**src/nvp_pkg.sv**
```systemverilog
// Shared constants and carrier types for the NVM protection and ID block
package nvp_pkg;

    // ------------------------------------------------------------
    // Geometry and bus
    // ------------------------------------------------------------
    localparam int         NBLK   = 4;       // User memory blocks
    localparam int         AXI_AW = 24;      // Byte address width
    localparam logic [2:0] BOOT_BLK = 3'h4;  // Block number of the boot block

    // ------------------------------------------------------------
    // Register indices (byte address is four times the index)
    // ------------------------------------------------------------
    localparam logic [21:0] IDX_CODE = 22'h300008;  // code_protect_word
    localparam logic [21:0] IDX_TBL  = 22'h30000a;  // table_read_protect_word
    localparam logic [21:0] IDX_LOCK = 22'h300010;  // self-write lock word
    localparam logic [21:0] IDX_REV  = 22'h3ffffc;  // silicon_revision_word
    localparam logic [21:0] IDX_PART = 22'h3ffffe;  // part_identifier_word

    // ------------------------------------------------------------
    // Field positions
    // ------------------------------------------------------------
    localparam int CODE_PROG_BIT = 0;
    localparam int CODE_DATA_BIT = 1;
    localparam int TBL_BOOT_BIT  = 9;
    localparam int REV_FAM_LSB   = 12;
    localparam int REV_MAJ_LSB   = 6;
    localparam int REV_MIN_LSB   = 0;

    // Family pattern in the revision word; value is arbitrary
    localparam logic [3:0] FAMILY_CODE = 4'h5;

    // ------------------------------------------------------------
    // Bus responses
    // ------------------------------------------------------------
    localparam logic [1:0] RESP_OKAY   = 2'h0;
    localparam logic [1:0] RESP_SLVERR = 2'h2;

    // ------------------------------------------------------------
    // Carrier types
    // ------------------------------------------------------------
    typedef struct packed {
        logic [3:0]  block_self_write_lock;   // 0 = block write-protected
        logic        data_nvm_read_guard;     // 0 = data NVM protected
        logic        program_read_guard;      // 0 = program memory protected
        logic        boot_table_read_guard;   // 0 = boot block guarded
        logic [3:0]  block_table_read_guard;  // 0 = block guarded
        logic [15:0] part_number_field;
        logic [5:0]  major_silicon_rev;
        logic [5:0]  minor_silicon_rev;
    } nvp_cfg_t;

    // Erased configuration: every protection off, every block open
    localparam nvp_cfg_t CFG_ERASED = '1;

    typedef struct packed {
        logic       valid;     // Request present this cycle
        logic       is_write;  // 1 = self-write, 0 = table read
        logic [2:0] target;    // Block addressed
        logic [2:0] source;    // Block holding the executing code
    } nvp_req_t;

    typedef struct packed {
        logic done;   // One-cycle answer strobe
        logic allow;  // Access permitted
    } nvp_res_t;

endpackage

```
**src/nvp_axil_slave.sv**
```systemverilog
// AXI4-Lite slave front end for the protection register file
module nvp_axil_slave (
    input  wire logic        aclk,     // Clock
    input  wire logic        aresetn,  // Synchronous reset, active low
    input  wire logic [nvp_pkg::AXI_AW-1:0] awaddr,  // Write address
    input  wire logic        awvalid,  // Write address valid
    output logic             awready,  // Write address ready
    input  wire logic [31:0] wdata,    // Write data
    input  wire logic [3:0]  wstrb,    // Byte enables
    input  wire logic        wvalid,   // Write data valid
    output logic             wready,   // Write data ready
    output logic [1:0]       bresp,    // Write response
    output logic             bvalid,   // Write response valid
    input  wire logic        bready,   // Write response ready
    input  wire logic [nvp_pkg::AXI_AW-1:0] araddr,  // Read address
    input  wire logic        arvalid,  // Read address valid
    output logic             arready,  // Read address ready
    output logic [31:0]      rdata,    // Read data
    output logic [1:0]       rresp,    // Read response
    output logic             rvalid,   // Read data valid
    input  wire logic        rready,   // Read data ready
    output logic             wr_fire,  // Write commits this cycle
    output logic [21:0]      wr_idx,   // Index of the committed write
    output logic [31:0]      wr_data,  // Data of the committed write
    output logic [3:0]       wr_strb,  // Byte enables of the write
    input  wire logic        wr_ok,    // Write index is mapped
    output logic [21:0]      rd_idx,   // Index being read
    input  wire logic [31:0] rd_data,  // Read data for rd_idx
    input  wire logic        rd_ok     // Read index is mapped
);
    import nvp_pkg::*;

    typedef struct packed {
        logic        awready;
        logic        wready;
        logic        aw_have;
        logic        w_have;
        logic        bvalid;
        logic [1:0]  bresp;
        logic [21:0] widx;
        logic [31:0] wdata;
        logic [3:0]  wstrb;
        logic        arready;
        logic        rvalid;
        logic [1:0]  rresp;
        logic [31:0] rdata;
    } nvp_slv_t;

    localparam nvp_slv_t SLV_RST = '{awready: 1'b1, wready: 1'b1, arready: 1'b1,
                                     default: '0};

    nvp_slv_t s_reg;
    nvp_slv_t s_next;

    // ------------------------------------------------------------
    // Handshakes
    // ------------------------------------------------------------
    // Address and data are caught separately, so either may come first
    always_comb begin
        s_next = s_reg;
        if (s_reg.awready && awvalid) begin
            s_next.aw_have = 1'b1;
            s_next.awready = 1'b0;
            s_next.widx    = awaddr[AXI_AW-1:2];
        end
        if (s_reg.wready && wvalid) begin
            s_next.w_have = 1'b1;
            s_next.wready = 1'b0;
            s_next.wdata  = wdata;
            s_next.wstrb  = wstrb;
        end
        if (wr_fire) begin
            s_next.aw_have = 1'b0;
            s_next.w_have  = 1'b0;
            s_next.bvalid  = 1'b1;
            s_next.bresp   = wr_ok ? RESP_OKAY : RESP_SLVERR;
        end
        // Ready returns only after the response is gone: one write in flight
        if (s_reg.bvalid && bready) begin
            s_next.bvalid  = 1'b0;
            s_next.awready = 1'b1;
            s_next.wready  = 1'b1;
        end
        if (s_reg.arready && arvalid) begin
            s_next.arready = 1'b0;
            s_next.rvalid  = 1'b1;
            s_next.rdata   = rd_ok ? rd_data : 32'h0;
            s_next.rresp   = rd_ok ? RESP_OKAY : RESP_SLVERR;
        end
        if (s_reg.rvalid && rready) begin
            s_next.rvalid  = 1'b0;
            s_next.arready = 1'b1;
        end
        if (!aresetn) begin
            s_next = SLV_RST;
        end
    end

    always_ff @(posedge aclk) begin
        s_reg <= s_next;
    end

    // Outputs straight from the state, except rd_idx, which is taken from araddr
    assign wr_fire = s_reg.aw_have && s_reg.w_have && !s_reg.bvalid;
    assign wr_idx  = s_reg.widx;
    assign wr_data = s_reg.wdata;
    assign wr_strb = s_reg.wstrb;
    assign rd_idx  = araddr[AXI_AW-1:2];
    assign awready = s_reg.awready;
    assign wready  = s_reg.wready;
    assign bvalid  = s_reg.bvalid;
    assign bresp   = s_reg.bresp;
    assign arready = s_reg.arready;
    assign rvalid  = s_reg.rvalid;
    assign rresp   = s_reg.rresp;
    assign rdata   = s_reg.rdata;

endmodule

```
**src/nvp_access_check.sv**
```systemverilog
// Per-block self-write and table-read permission check
module nvp_access_check #(
    parameter int NB = 4                      // User memory blocks
) (
    input  wire logic            aclk,        // Clock
    input  wire logic            aresetn,     // Synchronous reset, active low
    input  wire logic [NB-1:0]   wr_lock,     // Self-write lock, 0 = protected
    input  wire logic [NB-1:0]   rd_guard,    // Table-read guard, 0 = protected
    input  wire logic            boot_guard,  // Boot table-read guard, 0 = protected
    input  wire nvp_pkg::nvp_req_t req,       // Access request
    output nvp_pkg::nvp_res_t    res          // Registered answer
);
    import nvp_pkg::*;

    typedef struct packed {
        nvp_res_t res;
    } nvp_chk_t;

    nvp_chk_t      c_reg;
    nvp_chk_t      c_next;
    logic [NB-1:0] rej_wr;
    logic [NB-1:0] rej_rd;
    logic          rej_boot;

    // ------------------------------------------------------------
    // Per-block rejection terms
    // ------------------------------------------------------------
    for (genvar i = 0; i < NB; i++) begin : g_blk
        // Code running inside a block may always read that block
        assign rej_wr[i] = req.is_write && req.target == 3'(i) && !wr_lock[i];
        assign rej_rd[i] = !req.is_write && req.target == 3'(i)
                           && req.source != 3'(i) && !rd_guard[i];

    end

    assign rej_boot = !req.is_write && req.target == BOOT_BLK
                      && req.source != BOOT_BLK && !boot_guard;

    // ------------------------------------------------------------
    // Answer register
    // ------------------------------------------------------------
    always_comb begin
        c_next           = c_reg;
        c_next.res.done  = req.valid;
        c_next.res.allow = req.valid && !(|rej_wr) && !(|rej_rd) && !rej_boot;
        if (!aresetn) begin
            c_next = '0;
        end
    end

    always_ff @(posedge aclk) begin
        c_reg <= c_next;
    end

    assign res = c_reg.res;
endmodule

```
**src/nvp_protect_top.sv**
```systemverilog
// NVM protection and identification words with AXI4-Lite access
//
// What this block does
// - A self-write lock bit at zero blocks self-writes to its user block; at one the block is writable.
// - The data NVM code protection is on when the data guard bit (bit 1) is zero and off when it is one.
// - The program memory code protection is on when the program guard bit (bit 0) is zero and off when one.
// - Both code-protection bits load from configuration memory at reset (one, protection off, if it is not readable) and software can only read them.
// - A zero boot guard bit (bit 9) makes table reads of the boot block from other blocks be rejected.
// - A zero in block guard bits 0 to 3 rejects table reads of that user block from other blocks.
// - The part identifier word is a 16-bit read-only value naming the part and its power variant.
// - Revision word bits 15 to 12 always read a fixed family pattern.
// - Revision word bits 11 to 6 give the six-bit major silicon revision.
// - Revision word bits 5 to 0 give the six-bit minor silicon revision.
//
// Register access over AXI4-Lite was decided locally.
module nvp_protect_top (
    input  wire logic        aclk,              // Clock, 125 MHz
    input  wire logic        aresetn,           // Synchronous reset, active low
    input  wire logic [nvp_pkg::AXI_AW-1:0] awaddr,  // Write address
    input  wire logic        awvalid,           // Write address valid
    output logic             awready,           // Write address ready
    input  wire logic [31:0] wdata,             // Write data
    input  wire logic [3:0]  wstrb,             // Byte enables
    input  wire logic        wvalid,            // Write data valid
    output logic             wready,            // Write data ready
    output logic [1:0]       bresp,             // Write response
    output logic             bvalid,            // Write response valid
    input  wire logic        bready,            // Write response ready
    input  wire logic [nvp_pkg::AXI_AW-1:0] araddr,  // Read address
    input  wire logic        arvalid,           // Read address valid
    output logic             arready,           // Read address ready
    output logic [31:0]      rdata,             // Read data
    output logic [1:0]       rresp,             // Read response
    output logic             rvalid,            // Read data valid
    input  wire logic        rready,            // Read data ready
    input  wire nvp_pkg::nvp_cfg_t cfg_load,    // Configuration memory contents
    input  wire logic        cfg_valid,         // Configuration memory readable
    input  wire nvp_pkg::nvp_req_t mem_req,     // Self-write or table-read request
    output nvp_pkg::nvp_res_t mem_res,          // Permission answer
    output logic             prog_protect_on,   // Program memory code protection
    output logic             data_protect_on    // Data NVM code protection
);
    import nvp_pkg::*;

    // ------------------------------------------------------------
    // State
    // ------------------------------------------------------------
    typedef struct packed {
        nvp_cfg_t cfg;
        logic     prog_on;
        logic     data_on;
    } nvp_top_t;

    nvp_top_t    t_reg;
    nvp_top_t    t_next;
    logic        wr_fire;
    logic [21:0] wr_idx;
    logic [31:0] wr_data;
    logic [3:0]  wr_strb;
    logic        wr_ok;
    logic [21:0] rd_idx;
    logic [31:0] rd_data;
    logic        rd_ok;

    // ------------------------------------------------------------
    // Bus front end
    // ------------------------------------------------------------
    nvp_axil_slave u_slave (
        .aclk    (aclk),
        .aresetn (aresetn),
        .awaddr  (awaddr),
        .awvalid (awvalid),
        .awready (awready),
        .wdata   (wdata),
        .wstrb   (wstrb),
        .wvalid  (wvalid),
        .wready  (wready),
        .bresp   (bresp),
        .bvalid  (bvalid),
        .bready  (bready),
        .araddr  (araddr),
        .arvalid (arvalid),
        .arready (arready),
        .rdata   (rdata),
        .rresp   (rresp),
        .rvalid  (rvalid),
        .rready  (rready),
        .wr_fire (wr_fire),
        .wr_idx  (wr_idx),
        .wr_data (wr_data),
        .wr_strb (wr_strb),
        .wr_ok   (wr_ok),
        .rd_idx  (rd_idx),
        .rd_data (rd_data),
        .rd_ok   (rd_ok)
    );

    // ------------------------------------------------------------
    // Address decode
    // ------------------------------------------------------------
    // Unmapped indices answer SLVERR; writes to read-only words are ignored
    always_comb begin
        wr_ok = (wr_idx == IDX_CODE) || (wr_idx == IDX_TBL) || (wr_idx == IDX_LOCK)
                || (wr_idx == IDX_REV) || (wr_idx == IDX_PART);
    end

    // Read multiplexer, reserved bits read as zero
    always_comb begin
        rd_data = 32'h0;
        rd_ok   = 1'b1;
        case (rd_idx)
            IDX_CODE: begin
                rd_data[CODE_DATA_BIT] = t_reg.cfg.data_nvm_read_guard;
                rd_data[CODE_PROG_BIT] = t_reg.cfg.program_read_guard;
            end
            IDX_TBL: begin
                rd_data[TBL_BOOT_BIT]  = t_reg.cfg.boot_table_read_guard;
                rd_data[NBLK-1:0]      = t_reg.cfg.block_table_read_guard;
            end
            IDX_LOCK: begin
                rd_data[NBLK-1:0]      = t_reg.cfg.block_self_write_lock;
            end
            IDX_REV: begin
                rd_data[REV_FAM_LSB+:4] = FAMILY_CODE;
                rd_data[REV_MAJ_LSB+:6] = t_reg.cfg.major_silicon_rev;
                rd_data[REV_MIN_LSB+:6] = t_reg.cfg.minor_silicon_rev;
            end
            IDX_PART: begin
                rd_data[15:0] = t_reg.cfg.part_number_field;
            end
            default: begin
                rd_ok = 1'b0;
            end
        endcase
    end

    // ------------------------------------------------------------
    // Configuration capture and table-read guard tightening
    // ------------------------------------------------------------
    // Loaded on every reset cycle so the last one wins. If the memory is
    // not readable the erased image applies, which leaves everything open.
    // Software may only clear table-read guard bits: tightening is allowed,
    // releasing a guard needs a reset, so the loaded policy cannot be undone.
    always_comb begin
        t_next = t_reg;
        if (!aresetn) begin
            t_next.cfg = cfg_valid ? cfg_load : CFG_ERASED;
        end else if (wr_fire && wr_idx == IDX_TBL) begin
            if (wr_strb[0]) begin
                t_next.cfg.block_table_read_guard =
                    t_reg.cfg.block_table_read_guard & wr_data[NBLK-1:0];
            end
            if (wr_strb[1]) begin
                t_next.cfg.boot_table_read_guard =
                    t_reg.cfg.boot_table_read_guard & wr_data[TBL_BOOT_BIT];
            end
        end
        t_next.prog_on = !t_next.cfg.program_read_guard;
        t_next.data_on = !t_next.cfg.data_nvm_read_guard;
    end

    always_ff @(posedge aclk) begin
        t_reg <= t_next;
    end

    assign prog_protect_on = t_reg.prog_on;
    assign data_protect_on = t_reg.data_on;

    // ------------------------------------------------------------
    // Permission checker
    // ------------------------------------------------------------
    nvp_access_check #(
        .NB (NBLK)
    ) u_check (
        .aclk       (aclk),
        .aresetn    (aresetn),
        .wr_lock    (t_reg.cfg.block_self_write_lock),
        .rd_guard   (t_reg.cfg.block_table_read_guard),
        .boot_guard (t_reg.cfg.boot_table_read_guard),
        .req        (mem_req),
        .res        (mem_res)
    );
endmodule

```
**config.mk**
```make
export PLATFORM = sky130hd
export DESIGN_NAME = nvp_protect_top
export DESIGN_NICKNAME = d
export VERILOG_FILES = /design/src/nvp_pkg.sv /design/src/nvp_axil_slave.sv /design/src/nvp_access_check.sv /design/src/nvp_protect_top.sv
export SDC_FILE = /design/constraint.sdc
export NUM_CORES = 1
export LEC_CHECK = 0
export BUFFER_PORTS_ARGS = -buffer_cell sky130_fd_sc_hd__buf_2
export CAP_MARGIN = 30
export CORE_ASPECT_RATIO = 1.1
export CORE_UTILIZATION = 40
export CTS_CLUSTER_DIAMETER = 200
export CTS_CLUSTER_SIZE = 28
export DETAILED_ROUTE_END_ITERATION = 7
export GPL_TIMING_DRIVEN = 0
export PLACE_DENSITY = 0.68
export SYNTH_ARGS = -nofsm -noshare
export SYNTH_HDL_FRONTEND = slang
export SYNTH_SLANG_ARGS = --single-unit
export TNS_END_PERCENT = 50
```
**constraint.sdc**
```tcl
create_clock -name aclk -period 7.9 [get_ports aclk]
set_clock_uncertainty 0.2 [all_clocks]
set_input_delay 2.37 -clock aclk [delete_from_list [all_inputs] [get_ports aclk]]
set_output_delay 2.37 -clock aclk [all_outputs]
set_load 0.01 [all_outputs]
```
Yosys cells after proc, flatten, opt, wreduce, memory -nomap -nowiden. Cells that the tools add are included. Widths: inputs -> output; s select.

Bits in registers: 120. Input port bits: 139. Output and inout bits: 45. Word-level logic and storage cells: 128.

Mux-type cells: 15. Bitwise logic cells: 3. Reductions and logical operators: 64. Equality and inequality tests: 21.

Operators by type and width (number): $eq 22x22->1 const B (10); $mux 35 (1); $logic_and 1x1->1 (34); $logic_not 1->1 (16); $mux 16 (1); $pmux 6 s2 (1); $mux 5 (2); $pmux 2 s5 (1); $pmux 5 s2 (1); $pmux 2 s4 (1); $reduce_or 4->1 (2); $eq 3x2->1 const B (2); $mux 2 (3); $ne 2x1->1 const B (3); $ne 3x2->1 const B (2); $reduce_or 2->1 (3); $reduce_or 5->1 (1); $and 4x4->4 (1); $logic_or 1x1->1 (4); $mux 4 (1); $reduce_and 2->1 (2); $eq 3x1->1 const B (1); $eq 3x3->1 const B (1); $logic_not 3->1 (1); 7 further kinds (8).

Depth between registers and ports, before layout.
Depth after elaboration: 8. Depth in mapped cells: 6. Depth with buffers taken out: 5.

Hierarchy. A second synthesis with hierarchy kept.

Cells, all modules: 763. Area total of the unflattened synthesis: 7294.5 µm².

Modules (own cells, without submodules): nvp_axil_slave (times used 1, area an instance 4983.5 µm², seq. area each 1981.9 µm², cells each 548); nvp_protect_top (times used 1, area an instance 2097.0 µm², seq. area each 1191.1 µm², cells each 190); nvp_access_check (times used 1, area an instance 214.0 µm², seq. area each 40.0 µm², cells each 25).

Worst setup path after synthesis. No wires, ideal clock.

Kind: input -> register. From: input aresetn. To: register t_reg[10] (netlist name) (enable). Data required time: 7.291 ns. Setup time: 0.409 ns. Cell stages on the path: 2. Path buffers: 1. Data arrival time: 3.560 ns. Slack: 3.731 ns. Cell sequence: inv_1 -> clkbuf_1.

RTL lines: start, declared (RTL line nvp_protect_top.sv:18) `input wire logic aresetn,`; end signal, assigned (RTL line nvp_protect_top.sv:163) `t_reg <= t_next;`; end, declared (RTL line nvp_protect_top.sv:54) `nvp_top_t t_reg;`.

No word-level cell between the ends.

Worst setup path in the final report.
From: input araddr[19] (netlist name). To: register u_slave.s_reg, in the netlist u_slave.rdata[0].

Cells in the longest elaborated chain, start to end: 4. Elaborated cells between the ends (all ways): 9. Classes of those cells: 5 x eq/ne; 3 x mux; 1 x reduce/logical.

RTL lines: start, declared (RTL line nvp_protect_top.sv:29) `input wire logic [nvp_pkg::AXI_AW-1:0] araddr,`; $eq 22x22->1 (RTL line nvp_protect_top.sv:111) `case (rd_idx)`; $reduce_or 5->1 (no line); $mux 1 (RTL line nvp_protect_top.sv:111); $mux 16 * (RTL line nvp_axil_slave.sv:87) `s_next.rdata = rd_ok ? rd_data : 32'h0;`; end signal, assigned (RTL line nvp_axil_slave.sv:100) `s_reg <= s_next;`; end, declared (RTL line nvp_axil_slave.sv:52) `nvp_slv_t s_reg;`.

Every way passes the cells marked *; elsewhere a longest branch is shown, timed or not. A chain may end at the register's enable or synchronous reset.

==> summary.txt <==
status -> finished clean
Seq/Total Area, Yosys -> 0.515
DR pass1 iterations -> 4
Remaining DRCs -> 0
FILL cells -> 1,078
Setup TNS Final -> 0 ns
worst-margin pin slew -> 0.622 ns
relative slew slack -> 0.585
Detailed Route WL -> 11,000 um
crit-path cells -> buf_2, nor4_1, nand4_1, nor4_2, a22oi_1, o21ai_0
chip width -> 103 um
Clock Latency Late Sink -> 0.34 ns
Largest register FFs -> 39
final worst setup slack -> 4.00 ns
flop and latch count out of synthesis -> 97
CTS sink count -> 97
Hold WC Path Type -> reg -> reg
unrepaired setup endpoints after global routing -> no
syn_area_per_cell -> 9.25 um^2
CTS Buf Count -> 9
detailed placement HPWL -> 8460 um
final setup vio count -> 0
GRT overflow -> 0
Pwr per Cell Area -> 196 nW/um^2
CP max FO -> 6
max-cap viol count -> 0
# diodes -> 0
Worst-path clk slew -> 0.07 ns
CTS max path bufs -> 2
Syn-to-layout area delta -> 26.7%
Worst path slowest cell -> nor4_2
crit end category -> flop
R2R depth -> 4
Yosys warning count -> 0
1st-iter DRT viols -> 114
per-cell routed wire length -> 13.8 um
I/O pins -> 184
fin. max-slew vios -> 0
startpoint type of the worst setup path -> primary input
vias in the first global route -> 3,728
Final ANT Viol Nets -> 0
fraction of layout cells with a size suffix above 1 -> 0.309
multi-input logic area -> 1800 um^2
post-CTS setup buffers -> 0
final total power -> 1.11 mW
post-synthesis cell area -> 4490 um^2
die area -> 11,600 um^2
Worst Path Buf+Inv -> 1
CTS tree -> done
H-tree Lvls -> 3
number of flops mapped to enable cells by yosys -> 37
Initial Utilization -> 0.411
endpoint arrival time on the critical path -> 3.97 ns
via count -> 3,867
Core Rows -> 40
ys flop type -> dfxtp_1
Min Hold Slack -> 0.249 ns
Yosys cell types -> 47
antenna violations before repair -> 2
first-pass GRT wire length -> 17,000 um
Leak Pwr -> 2.40 nW
required time of the critical path -> 7.97 ns
Placer Congestion -> 0.871
Max stage delay on crit path -> 0.43 ns
depth of the worst hold-timing path -> 2
most frequent cells in the layout -> 130 x buf_2, 80 x nand2_1, 60 x dfxtp_1, 54 x a21oi_1, 37 x edfxtp_1
Crit Path Class -> in -> reg
post-route clock period utilization -> 0.494
Max Fclk -> 0.256 GHz
die outline height -> 113 um
GRT Total Usage -> 0.193
vias per cell -> 4.87
core area -> 10,900 um^2
Port Buffers -> 128
pre-CTS worst setup slack -> 3.65 ns
Final min period -> 3.90 ns
Nets -> 781
Hold Buf Count CTS -> 0
cell family with most CP delay -> simple AND/OR/NAND/NOR gates
CTS resizes -> 0
maximum VDD drop -> 0.103 mV
clk root buf -> clkbuf_16
Sequential Area -> 2310 um^2
Post-synth ARST share -> 0
CP Depth -> 6
commonest non-fill, non-tap cell in the layout -> buf_2
largest net degree at the start of global routing -> 41
Final Hold Fails -> 0
post-synthesis instance total -> 485
## per-layer routing
metal | up-vias | share of wire | GRT usage | wire [um]
met4 | 2 | 0.026 | 0.0836 | 284
met5 | - | 0.0012 | 0 | 13
met2 | 138 | 0.51 | 0.344 | 5540
met3 | 22 | 0.074 | 0.0550 | 811
met1 | 1747 | 0.39 | 0.211 | 4310
li1 | 1958 | - | - | -
## synth_stat cells (all sizes together) (2+ instances only)
| master | instances | area [um^2] |
|---|---|---|
| nand2 | 80 | 300 |
| dfxtp | 60 | 1200 |
| a21oi | 54 | 270 |
| buf | 41 | 307 |
| edfxtp | 37 | 1110 |
| nand2b | 36 | 225 |
| nand3 | 25 | 130 |
| o21ai | 22 | 110 |
| clkbuf | 21 | 78.8 |
| nor4 | 17 | 113 |
| inv | 13 | 48.8 |
| nand4 | 11 | 68.8 |
| nor2 | 11 | 41.3 |
| mux2 | 10 | 113 |
| nor2b | 7 | 43.8 |
| and2 | 5 | 31.3 |
| or4 | 5 | 41.3 |
| nor3 | 4 | 31.3 |
| a22oi | 2 | 15.0 |
| a32oi | 2 | 17.5 |
| mux2i | 2 | 20.0 |
| nor4b | 2 | 17.5 |
## worst paths after layout
| kind | startpoint | endpoint | slack (ns) |
|---|---|---|---|
| max reg2reg | u_slave.wr_idx[16] | t_reg[30] | 5.39 |
| max | araddr[19] | u_slave.rdata[0] | 4.00 |
| min reg2reg | u_slave.rdata[6] | u_slave.rdata[6] | 0.25 |
| min | u_slave.rdata[6] | u_slave.rdata[6] | 0.25 |
## stage by stage
stage	instances	instance area, um^2	utilization
after global placement	777	5380	0.493
final	794	5680	0.521
after detailed placement	778	5400	0.495
after floorplan	502	4550	-
after CTS	794	5680	0.521
after global routing	794	5680	0.521
## power breakdown
part / switching [mW] / internal [mW]
sequential: 0.0142 / 0.550
clock: 0.177 / 0.239
combinational: 0.0707 / 0.0596
## worst reg2reg max path: cells and delay by family, from the launching register on
family / cells / cell delay, ns
AOI/OAI and AO/OA: 1 / 0.50
DFF: 1 / 0.32
and+or+nand+nor: 3 / 1.13
## area by class of cell
cell class / instances / area share
Sequential cell: 97 / 0.407
Multi-Input combinational cell: 330 / 0.317
Clock inverter: 2 / 0.00220
Timing Repair Buffer: 129 / 0.116
Inverter: 13 / 0.00859
Tap cell: 147 / 0.0324
Clock buffer: 14 / 0.0482
Buffer: 62 / 0.0680
## kinds of logic (layout without fill, tap and decap cells)
family          Yosys count  in the layout  synth area share
simple gates            211            211             0.246
mux                      13             13            0.0346
other cells               1             18          0.000836
flops                    97             97             0.515
compound gates           88             88             0.106
buf+inv                  75            220            0.0968
(Power assumes the default switching activity.)
